$ cat src/include/flash_seq_pkg.sv
package flash_seq_pkg;
    // Control register fields
    localparam int KEY_MSB = 7;
    localparam int KEY_LSB = 4;
    localparam int SPACE_MSB = 2;
    localparam int SPACE_LSB = 1;
    localparam int LATCH_MAP_BIT = 3;
    localparam int BUSY_BIT = 0;
    localparam logic [3:0] UNLOCK_KEY = 4'h5;
    localparam logic [3:0] LAUNCH_KEY = 4'hA;
    localparam logic [1:0] SPACE_USER = 2'h0;
    localparam logic [1:0] SPACE_EXTRA = 2'h1;
    localparam logic [1:0] SPACE_FUSE = 2'h2;
    localparam logic [1:0] SPACE_CLEAR = 2'h3;
    localparam logic [7:0] CONTROL_RESET = 8'h00;
    // Status register fields
    localparam int ERROR_FLAG_BIT = 0;
    localparam int LOADED_BIT = 1;
    // Aux register
    localparam int BOOT_MAP_BIT = 0;
    // Page geometry
    localparam int PAGE_BYTES = 128;
    localparam int COL_BITS = 7;
    localparam int PAGE_BITS = 9;
    localparam logic [15:0] BOOT_BASE = 16'hF800;
    // Timing: machine cycle divider and programming time
    localparam int CLK_MHZ = 100;
    localparam int MACHINE_DIV = 12;
    localparam int ERASE_TIME_US = 2;
    localparam int PROGRAM_TIME_US = 2;
    localparam int ERASE_CYCLES = ERASE_TIME_US * CLK_MHZ / MACHINE_DIV;
    localparam int PROGRAM_CYCLES = PROGRAM_TIME_US * CLK_MHZ / MACHINE_DIV;
    // Wishbone register offsets (byte addresses)
    localparam logic [3:0] ADDR_CONTROL = 4'h0;
    localparam logic [3:0] ADDR_STATUS = 4'h4;
    localparam logic [3:0] ADDR_AUX = 4'h8;
    localparam logic [3:0] ADDR_LATCH = 4'hC;
    typedef enum logic [1:0] {
        IDLE = 2'b00,
        START = 2'b01,
        ERASE = 2'b10,
        PROGRAM = 2'b11
    } seq_state_type;
endpackage

$ cat src/include/flash_seq_if.sv
`timescale 1ns/10ps
interface flash_seq_if (
    input wire logic clk,
    input wire logic rst
);
    logic machineTick;
    logic ctrlWrite;
    logic ctrlRead;
    logic statusWrite;
    logic auxWrite;
    logic xdataWrite;
    logic [15:0] xdataAddr;
    logic [7:0] writeData;
    logic [7:0] controlValue;
    logic [7:0] statusValue;
    logic [7:0] auxValue;
    logic codeBootSel;
    logic [15:0] codeAddr;
    modport device (
        input clk, rst, machineTick, ctrlWrite, ctrlRead, statusWrite, auxWrite, xdataWrite, xdataAddr,
        writeData, codeAddr,
        output controlValue, statusValue, auxValue, codeBootSel
    );
    modport host (
        input clk, rst, controlValue, statusValue, auxValue, codeBootSel,
        output machineTick, ctrlWrite, ctrlRead, statusWrite, auxWrite, xdataWrite, xdataAddr, writeData,
        codeAddr
    );
endinterface

$ cat src/design/flash_page_program_sequencer.sv
`timescale 1ns/10ps
// Operation
// - Busy flag high during erase and program
// - Start second machine cycle after 5x,Ax
// - Busy flag drops when operation done
// - Software polls busy from second instruction
// - Boot map bit maps boot flash F800h-FFFFh
// - Latches accept 1 to 128 bytes, any order
// - Page from last loaded latch address
// - Erase then program loaded bytes only
// - Launch with empty latches sets error
// - Latch writes ignored while busy
// - Software loads latches via data pointer only
// - Latch map bit redirects external writes
// - 50h,A0h programs user space
// - 52h,A2h programs extra row
// - 0Ch, write 0000h, 54h,A4h programs fuse
// - Software masks interrupts around launch
// - Launch must match unlock space bits
// - Unlock not followed by launch: error
// - Clear latches after write; clear error
module flash_page_program_sequencer (
    // Core side
    flash_seq_if.device bus,
    // Flash array side
    output logic arrayErase,
    output logic arrayProgram,
    output logic [1:0] arraySpace,
    output logic [8:0] arrayPage,
    output logic [127:0] arrayByteMask,
    output logic [1023:0] arrayData
);
    logic [7:0] latchData [0:flash_seq_pkg::PAGE_BYTES-1];
    logic [127:0] loaded;
    logic [8:0] page;
    logic [1:0] space;
    logic latchMap;
    logic [1:0] launchSpace;
    logic armed;
    logic [1:0] armSpace;
    logic sequence_error_flag;
    logic bootMap;
    logic [15:0] timer;
    flash_seq_pkg::seq_state_type state;
    flash_seq_pkg::seq_state_type next_state;

    wire busy = (state != flash_seq_pkg::IDLE);
    wire [3:0] key = bus.writeData[flash_seq_pkg::KEY_MSB:flash_seq_pkg::KEY_LSB];
    wire [1:0] keySpace = bus.writeData[flash_seq_pkg::SPACE_MSB:flash_seq_pkg::SPACE_LSB];
    wire isUnlock = bus.ctrlWrite && key == flash_seq_pkg::UNLOCK_KEY;
    wire isLaunch = bus.ctrlWrite && key == flash_seq_pkg::LAUNCH_KEY && armed && armSpace == keySpace;
    // Any control write other than a matching launch after unlock breaks the sequence
    wire seqBroken = armed && bus.ctrlWrite && !isLaunch;
    wire clearCmd = isLaunch && keySpace == flash_seq_pkg::SPACE_CLEAR;
    wire progCmd = isLaunch && keySpace != flash_seq_pkg::SPACE_CLEAR && !busy;
    wire emptyLaunch = progCmd && loaded == '0;
    wire goodLaunch = progCmd && loaded != '0;
    wire latchWrite = bus.xdataWrite && latchMap && !busy;
    wire [6:0] col = bus.xdataAddr[flash_seq_pkg::COL_BITS-1:0];
    wire timerDone = timer == 16'h0000;
    wire done = state == flash_seq_pkg::PROGRAM && bus.machineTick && timerDone;

    always_comb begin
        next_state = state;
        unique case (state)
            flash_seq_pkg::IDLE: if (goodLaunch) next_state = flash_seq_pkg::START;
            flash_seq_pkg::START: if (bus.machineTick) next_state = flash_seq_pkg::ERASE;
            flash_seq_pkg::ERASE: if (bus.machineTick && timerDone) next_state = flash_seq_pkg::PROGRAM;
            flash_seq_pkg::PROGRAM: if (bus.machineTick && timerDone) next_state = flash_seq_pkg::IDLE;
        endcase
    end

    always_ff @(posedge bus.clk) begin
        if (bus.rst) begin
            state <= flash_seq_pkg::IDLE;
            timer <= 16'h0000;
        end else begin
            state <= next_state;
            if (next_state == flash_seq_pkg::ERASE && state == flash_seq_pkg::START) begin
                timer <= 16'(flash_seq_pkg::ERASE_CYCLES);
            end else if (next_state == flash_seq_pkg::PROGRAM && state == flash_seq_pkg::ERASE) begin
                timer <= 16'(flash_seq_pkg::PROGRAM_CYCLES);
            end else if (bus.machineTick && !timerDone) begin
                timer <= timer - 16'h0001;
            end
        end
    end

    always_ff @(posedge bus.clk) begin
        if (bus.rst) begin
            latchMap <= 1'b0;
            space <= flash_seq_pkg::SPACE_USER;
            armed <= 1'b0;
            armSpace <= flash_seq_pkg::SPACE_USER;
            launchSpace <= flash_seq_pkg::SPACE_USER;
            sequence_error_flag <= 1'b0;
            bootMap <= 1'b0;
        end else begin
            if (bus.ctrlWrite) begin
                latchMap <= bus.writeData[flash_seq_pkg::LATCH_MAP_BIT];
                space <= keySpace;
                armed <= isUnlock;
                armSpace <= keySpace;
            end
            if (goodLaunch) begin
                launchSpace <= keySpace;
            end
            // Hardware set wins over software clear
            if (seqBroken || emptyLaunch) begin
                sequence_error_flag <= 1'b1;
            end else if (done || (bus.statusWrite && !bus.writeData[flash_seq_pkg::ERROR_FLAG_BIT])) begin
                sequence_error_flag <= 1'b0;
            end
            if (bus.auxWrite) begin
                bootMap <= bus.writeData[flash_seq_pkg::BOOT_MAP_BIT];
            end
        end
    end

    // Latch contents stay frozen from launch to completion
    always_ff @(posedge bus.clk) begin
        if (bus.rst || done || (clearCmd && !busy)) begin
            loaded <= '0;
        end else if (latchWrite) begin
            loaded[col] <= 1'b1;
        end
    end

    always_ff @(posedge bus.clk) begin
        if (bus.rst) begin
            page <= 9'h000;
        end else if (latchWrite) begin
            page <= bus.xdataAddr[15:flash_seq_pkg::COL_BITS];
        end
    end

    always_ff @(posedge bus.clk) begin
        if (latchWrite) begin
            latchData[col] <= bus.writeData;
        end
    end

    always_comb begin
        for (int i = 0; i < flash_seq_pkg::PAGE_BYTES; i++) begin
            arrayData[i*8 +: 8] = latchData[i];
        end
    end

    assign arrayErase = state == flash_seq_pkg::ERASE;
    assign arrayProgram = state == flash_seq_pkg::PROGRAM;
    assign arraySpace = launchSpace;
    assign arrayPage = page;
    assign arrayByteMask = loaded;
    assign bus.controlValue = {4'h0, latchMap, space, busy};
    assign bus.statusValue = {6'h00, loaded != '0, sequence_error_flag};
    assign bus.auxValue = {7'h00, bootMap};
    assign bus.codeBootSel = bootMap && bus.codeAddr >= flash_seq_pkg::BOOT_BASE;
endmodule // flash_page_program_sequencer

$ cat src/flat_wrapper.sv
// flat-port wrapper written by rule: the top's interface ports become plain ports
module flash_page_program_sequencer_flat 
  (arrayErase, arrayProgram, arraySpace, arrayPage, arrayByteMask, arrayData, clk, rst, bus_machineTick, bus_ctrlWrite, bus_ctrlRead, bus_statusWrite, bus_auxWrite, bus_xdataWrite, bus_xdataAddr, bus_writeData, bus_codeAddr, bus_controlValue, bus_statusValue, bus_auxValue, bus_codeBootSel);
  flash_seq_if bus_i (.clk(clk), .rst(rst));
  output logic arrayErase;
  output logic arrayProgram;
  output logic [1:0] arraySpace;
  output logic [8:0] arrayPage;
  output logic [127:0] arrayByteMask;
  output logic [1023:0] arrayData;
  input wire logic clk;
  input wire logic rst;
  input wire logic [$bits(bus_i.machineTick)-1:0] bus_machineTick;
  input wire logic [$bits(bus_i.ctrlWrite)-1:0] bus_ctrlWrite;
  input wire logic [$bits(bus_i.ctrlRead)-1:0] bus_ctrlRead;
  input wire logic [$bits(bus_i.statusWrite)-1:0] bus_statusWrite;
  input wire logic [$bits(bus_i.auxWrite)-1:0] bus_auxWrite;
  input wire logic [$bits(bus_i.xdataWrite)-1:0] bus_xdataWrite;
  input wire logic [$bits(bus_i.xdataAddr)-1:0] bus_xdataAddr;
  input wire logic [$bits(bus_i.writeData)-1:0] bus_writeData;
  input wire logic [$bits(bus_i.codeAddr)-1:0] bus_codeAddr;
  output wire logic [$bits(bus_i.controlValue)-1:0] bus_controlValue;
  output wire logic [$bits(bus_i.statusValue)-1:0] bus_statusValue;
  output wire logic [$bits(bus_i.auxValue)-1:0] bus_auxValue;
  output wire logic [$bits(bus_i.codeBootSel)-1:0] bus_codeBootSel;
  assign bus_i.machineTick = bus_machineTick;
  assign bus_i.ctrlWrite = bus_ctrlWrite;
  assign bus_i.ctrlRead = bus_ctrlRead;
  assign bus_i.statusWrite = bus_statusWrite;
  assign bus_i.auxWrite = bus_auxWrite;
  assign bus_i.xdataWrite = bus_xdataWrite;
  assign bus_i.xdataAddr = bus_xdataAddr;
  assign bus_i.writeData = bus_writeData;
  assign bus_i.codeAddr = bus_codeAddr;
  assign bus_controlValue = bus_i.controlValue;
  assign bus_statusValue = bus_i.statusValue;
  assign bus_auxValue = bus_i.auxValue;
  assign bus_codeBootSel = bus_i.codeBootSel;
  flash_page_program_sequencer u_core (.bus(bus_i), .arrayErase(arrayErase), .arrayProgram(arrayProgram), .arraySpace(arraySpace), .arrayPage(arrayPage), .arrayByteMask(arrayByteMask), .arrayData(arrayData));
endmodule
$ cat config.mk
export PLATFORM = sky130hd
export DESIGN_NAME = flash_page_program_sequencer_flat
export DESIGN_NICKNAME = d
export VERILOG_FILES = /design/src/include/flash_seq_pkg.sv /design/src/include/flash_seq_if.sv /design/src/design/flash_page_program_sequencer.sv /design/src/flat_wrapper.sv
export SDC_FILE = /design/constraint.sdc
export NUM_CORES = 1
export LEC_CHECK = 0
export ABC_CLOCK_PERIOD_IN_PS = 3100
export BUFFER_PORTS_ARGS = -buffer_cell sky130_fd_sc_hd__clkbuf_2
export CAP_MARGIN = 20
export CORE_AREA = 2 2 488 490
export CTS_CLUSTER_DIAMETER = 200
export CTS_CLUSTER_SIZE = 20
export DETAILED_ROUTE_END_ITERATION = 10
export DIE_AREA = 0 0 490 492
export PLACE_DENSITY = 0.34
export SLEW_MARGIN = 0
export SYNTH_ARGS = -nofsm -noshare
export SYNTH_HDL_FRONTEND = slang
export SYNTH_SLANG_ARGS = --single-unit
$ cat constraint.sdc
create_clock -name clk -period 3.1 [get_ports clk]
set_input_delay 0 -clock clk [delete_from_list [all_inputs] [get_ports clk]]
set_output_delay 0 -clock clk [all_outputs]
set_load 0.01 [all_outputs]
Word level (Yosys, flattened, before mapping). Memory sizes are Yosys's and may differ from the RTL's. Cells that the tools add are included. W data, S select, Z words.

Output and inout port bits: 1190. RAM bits: 1024. Bits in registers: 163. Memories: 1. Input bits: 48.

Memories: u_core.latchData (words 128, width 8, rd ports 128, clocked after memory_dff 0, wr ports 1, RTL line flash_page_program_sequencer.sv:33) `logic [7:0] latchData [0:flash_seq_pkg::PAGE_BYTES-1];`.

Add/subtract/negate cells: 1. Equality and inequality tests: 10. Bitwise logic cells: 1. Reduce and logical (&&, ||, !) cells: 39. Magnitude comparators: 3. Multiplexer cells: 14.

Operator list (count): $logic_not A128 Y1 (1); $or A128 B128 Y128 (1); $reduce_bool A128 Y1 (1); $logic_and A1 B1 Y1 (23); $ge A16 B16 Y1 const B (1); $logic_not A16 Y1 (1); $sub A16 B1 Y16 const B (1); $mux W5 (3); $eq A2 B2 Y1 const B (5); $lt A7 B8 Y1 const B (1); $mux W2 (4); $pmux W2 S4 (1); $demux W1 S7 (1); $ge A7 B1 Y1 const B (1); $mux W1 (5); $eq A4 B3 Y1 const B (1); $eq A4 B4 Y1 const B (1); $logic_not A1 Y1 (4); $logic_or A1 B1 Y1 (4); $reduce_bool A2 Y1 (2); $reduce_bool A3 Y1 (1); $reduce_or A3 Y1 (1); $eq A2 B1 Y1 const B (1); $eq A2 B2 Y1 (1); other kinds (2) (2).

Logic depth before layout (Yosys ltp).
Depth in word-level cells: 13. Depth in mapped cells: 10. Depth with buffers taken out: 7.

Worst setup path before layout. No wires, ideal clock.

Kind: reg-to-reg. From: register u_core.state[1]. To: memory u_core.latchData[117][0], enable pin. Stages on the path, launching flop included: 7. Required time: 2726 ps. Arrival time: 1977 ps. Setup slack: 749 ps. Period minus slack after synthesis: 2351 ps. Cells stage by stage: dfxtp_1 -> or2_1 -> nor2_1 -> clkbuf_1 -> nand3_1 -> clkbuf_1 -> nor2_1.

Longest elaborated chain between the ends: 5.

RTL lines: start: declaration (RTL line flash_page_program_sequencer.sv:44) `flash_seq_pkg::seq_state_type state;`; start signal: assignment (RTL line flash_page_program_sequencer.sv:75) `state <= flash_seq_pkg::IDLE;`; start signal: assignment (RTL line flash_page_program_sequencer.sv:78) `state <= next_state;`; $reduce_bool A2 Y1 (RTL line flash_page_program_sequencer.sv:47) `wire busy = (state != flash_seq_pkg::IDLE);`; named net u_core.busy (RTL line flash_page_program_sequencer.sv:47); $logic_not A1 Y1 (RTL line flash_page_program_sequencer.sv:58) `wire latchWrite = bus.xdataWrite && latchMap && !busy;`; $logic_and A1 B1 Y1 (RTL line flash_page_program_sequencer.sv:58); $mux W1 (RTL line flash_page_program_sequencer.sv:138) `if (latchWrite) begin`; $mux W1 (not written as such) (RTL line flash_page_program_sequencer.sv:139) `latchData[col] <= bus.writeData;`; end: declaration (RTL line flash_page_program_sequencer.sv:33).

The timed path passes the listed nets, and every way through them passes these cells.

Worst setup path after layout.
From: register u_core.loaded[12], in the netlist u_core.arrayByteMask[12]. To: output port bus_statusValue[1].

Longest elaborated chain between the ends: 1.

RTL lines: start: declaration (RTL line flash_page_program_sequencer.sv:34) `logic [127:0] loaded;`; start signal: assignment (RTL line flash_page_program_sequencer.sv:123) `loaded <= '0;`; start signal: indexed assignment (RTL line flash_page_program_sequencer.sv:125) `loaded[col] <= 1'b1;`; $reduce_bool A128 Y1 (RTL line flash_page_program_sequencer.sv:155) `assign bus.statusValue = {6'h00, loaded != '0, sequence_error_flag};`; end: declaration (RTL line flat_wrapper.sv:23) `output wire logic [$bits(bus_i.statusValue)-1:0] bus_statusValue;`.

Every way passes these cells.

==> results.ini <==
[outcome]
status = finished clean

[logic_synthesis]
syn_avg_cell_area_um2 = 21.56
ys_seq_area_frac = 0.9146
synth_area_leaders = edfxtp_1 (83%), dfxtp_1 (8.8%), o21a_1 (2.6%)
netlist.area_leader.share = 0.8268
synthFlopType = edfxtp_1
synth_edf_count = 1024
synth-xor-area-share = 0.003062
synthesis.area_um2 = 37190
async_flop_share = 0
synth_cell_type_count = 45
yosys.area_share.simple = 0.03886
syn_inst = 1725
yosysMostFrequentCell = edfxtp_1
synthAdderAreaFrac = 0.0006729
synthTopCellsByCount = edfxtp_1 (1,024), dfxtp_1 (163), nor2_1 (157)
synth_compound_area_frac = 0.03008
synth_top_family_by_area = simple AND/OR/NAND/NOR gates
ys_seq_elements = 1187
yosysWarnings = 0
synth_top_area_cell = edfxtp_1
synthMuxAreaShare = 0.001884

[cts]
post-cts-setup-buffers = 0
cts_tree = done
clkLatencyLatePin_ns = 0.70
cts_sinks = 1187
cts_root_buf = clkbuf_16
clockBufferDepth = 3
numCtsBuffers = 69
cts_htree_levels = 3
clk_transition_reported_paths_ns = 0.09

[worst_setup_path]
r2r_end = u_core.arrayByteMask[99]
required_ns = 3.10
crit_chain = nor4_1 -> nand4_1 -> nor4_1 -> buf_4 -> nand2_1 -> clkbuf_2
r2r_setup_slack_ns = 0.38
arrival_ns = 2.75
worst_path_most_repeated_cell = nor4_1
cp_slowest_cell = nor4_1
path_buf_inv = 2
cpPeakStageDelay_ns = 0.62
path_class = register to output pin
worstPathMaxFanout = 3
end_kind = output pin
crit_cells = 6
timing.rr.start = u_core.timer[6]
critical-path-top-delay-family = simple AND/OR/NAND/NOR gates
crit_path_start_kind = register
reg2regPathDepth = 6

[route]
drt.antenna.violating_nets = 0
drc_errors = 0
routed_wl_um = 158800
drt-initial-drc-count = 1228
wl_per_cell_um = 24.64
vias = 21838
drt-pass1-iter-count = 5
vias_per_cell = 3.390

[floorplanning]
die_h_um = 492
dieArea_um2 = 241100
io_pins = 1238
start_util = 0.1574
num_rows = 179
core-area_um2 = 236300
die_x_um = 490

[timing]
min_period_ns = 2.754
max_slew.worst_pin.slew_ns = 1.069
slew_viol_final = 0
hold_viol_final = 0
whs_ns = 0.07356
fin_tns_setup_ns = 0
skew_ns = 0.02901
fin_crit_sh = 0.8883
rsz0062_at_grt = no
setup_viol = 0
max_freq_ghz = 0.3632
slew_headroom = 0.2855

[power_and_ir_drop]
p_clk_frac = 0.342
pwr-share-seq = 0.610
powerDensity_nw_per_um2 = 561.1
ir_drop_uv = 434.8
power.share.switching = 0.2276
power.internal_w = 0.02217
power_frac_comb = 0.049
power_leakage_nw = 18.72
power_switching_w = 0.006535

[finish]
nets = 3266
multi_input_area_um2 = 2933
area_delta_synth_final_pct = 37.58
seqCellArea_um2 = 34010
fillerInstances = 25044
layout-drive-gt1-share = 0.4589

[placement]
numPortBuffers = 1208
gp_congestion = 0.7354
hpwl_um = 114500

[global_routing]
grt_pass1_wl_um = 208900
grt_pass1_vias = 22139
antenna_found_initial = 16
grt_max_degree = 74
grt.overflow.total = 0
grtUsageTotal = 0.1266

[worst_hold_path]
hp-start = bus_xdataAddr[6]
hold_path.class = primary input to register
whs_endpoint = u_core.latchData[106][4]
hold_path_depth = 4

[run]
maxCapViolations = 0

==> power groups by stage <==
stage | combinational [W] | sequential (W) | clock (W)
2_1_floorplan | 0.000765 | 0.0179 | 0
3_3_place_gp | 0.00138 | 0.0179 | 0
3_5_place_dp | 0.00138 | 0.0179 | 0
4_1_cts | 0.00144 | 0.0175 | 0.0103
5_1_grt | 0.00154 | 0.0175 | 0.0107
6_report | 0.00139 | 0.0175 | 0.00981
==> cell families (layout without fill, tap and decap cells) <==
family,after synthesis,count (layout)
compound gates,155,155
xor+xnor,13,13
fa+ha+maj,2,2
buf+inv,55,1583
flops,1187,1187
mux,7,7
other cells,1,23
simple gates,305,305
==> flip-flops by register name, indices dropped and copies added, names as in the netlist <==
name and count:
u_core.latchData 1024, u_core.arrayByteMask 128, u_core.timer 16, u_core.arrayPage 9, u_core.armSpace 2, u_core.arraySpace 2, u_core.state 2, u_core.armed 1
u_core.bootMap 1, u_core.latchMap 1, u_core.sequence_error_flag 1
==> stage by stage <==
stage	utilization	worst slack (ns)	total power [W]	instance area, um2	instances
4_1_cts	0.2165	0.004012	0.02922	51150	6436
3_5_place_dp	0.2056	0.2268	0.01925	48580	6257
5_1_grt	0.2165	0.02761	0.02980	51150	6438
2_1_floorplan	-	0.7493	0.01862	37250	1741
6_report	0.2165	0.3464	0.02871	51160	6442
3_3_place_gp	0.2055	0.3130	0.01925	48560	6256
==> layout make-up <==
type / count / area share
inverter: 3 / 0.0002201
clock inverter: 5 / 0.001369
sequential: 1187 / 0.6648
clock buffer: 119 / 0.03783
timing repair buffer: 1456 / 0.1607
tap: 3167 / 0.07745
multi-input combinational: 499 / 0.05732
antenna: 6 / 0.0002935
==> per-layer routing <==
layer / vias up / track usage / share of wire
li1: 9563 / - / -
met1: 11159 / 0.1477 / 0.40
met2: 978 / 0.2135 / 0.48
met3: 138 / 0.05367 / 0.095
met4: 0 / 0.03056 / 0.021
met5: - / 0 / 0
==> worst max-delay path by stage <==
| stage | endpoint | slack [ns] | from |
|---|---|---|---|
| after floorplan | u_core.latchData[117][0] | 0.75 | u_core.state[1] |
| after global placement | u_core.state[0] | 0.31 | u_core.arrayByteMask[101] |
| after detailed placement | u_core.state[0] | 0.23 | u_core.arrayByteMask[101] |
| after CTS | bus_statusValue[1] | 0.004 | u_core.arrayByteMask[107] |
| after global routing | bus_statusValue[1] | 0.03 | u_core.arrayByteMask[107] |
| final | bus_statusValue[1] | 0.35 | u_core.arrayByteMask[12] |
==> layout by cell type (no fill, tap or decap), types with 3 or more instances in the layout <==
| cell | n |
|---|---|
| clkbuf_16 | 70 |
| nor2b_1 | 9 |
| buf_12 | 9 |
| buf_6 | 7 |
| nand3_2 | 3 |
| or4_1 | 5 |
| nor4_2 | 6 |
| diode_2 | 6 |
| xor2_1 | 5 |
| mux2i_1 | 7 |
| clkbuf_1 | 49 |
| clkbuf_2 | 1200 |
| nor3_1 | 4 |
| nand2_1 | 39 |
| buf_4 | 184 |
| nor2_1 | 152 |
| dlygate4sd3_1 | 55 |
| nand3_1 | 11 |
| nand2b_1 | 3 |
| o21a_1 | 128 |
| nand4_1 | 13 |
| a21oi_1 | 15 |
| dfxtp_1 | 163 |
| and2_1 | 3 |
| edfxtp_1 | 1024 |
| nand2_2 | 3 |
| o21ai_0 | 3 |
| inv_1 | 3 |
| xnor2_1 | 8 |
| conb_1 | 17 |
| nor4_1 | 31 |
| nor2_2 | 5 |
==> repair_timing <==
| item | in CTS | in global routing |
|---|---|---|
| hold buffers | 55 | 0 |
| resized for setup | 1 | 1 |
| endpoints found under the hold margin | 374 | 0 |
| endpoints found under the setup margin | 1 | 8 |
==> worst min-delay path: cells and delay by family <==
kind	cells	cell delay (ns)
buffers and inverters	2	0.37
AND/OR/NAND/NOR	2	0.19
Power figures use the tool's default switching activity.
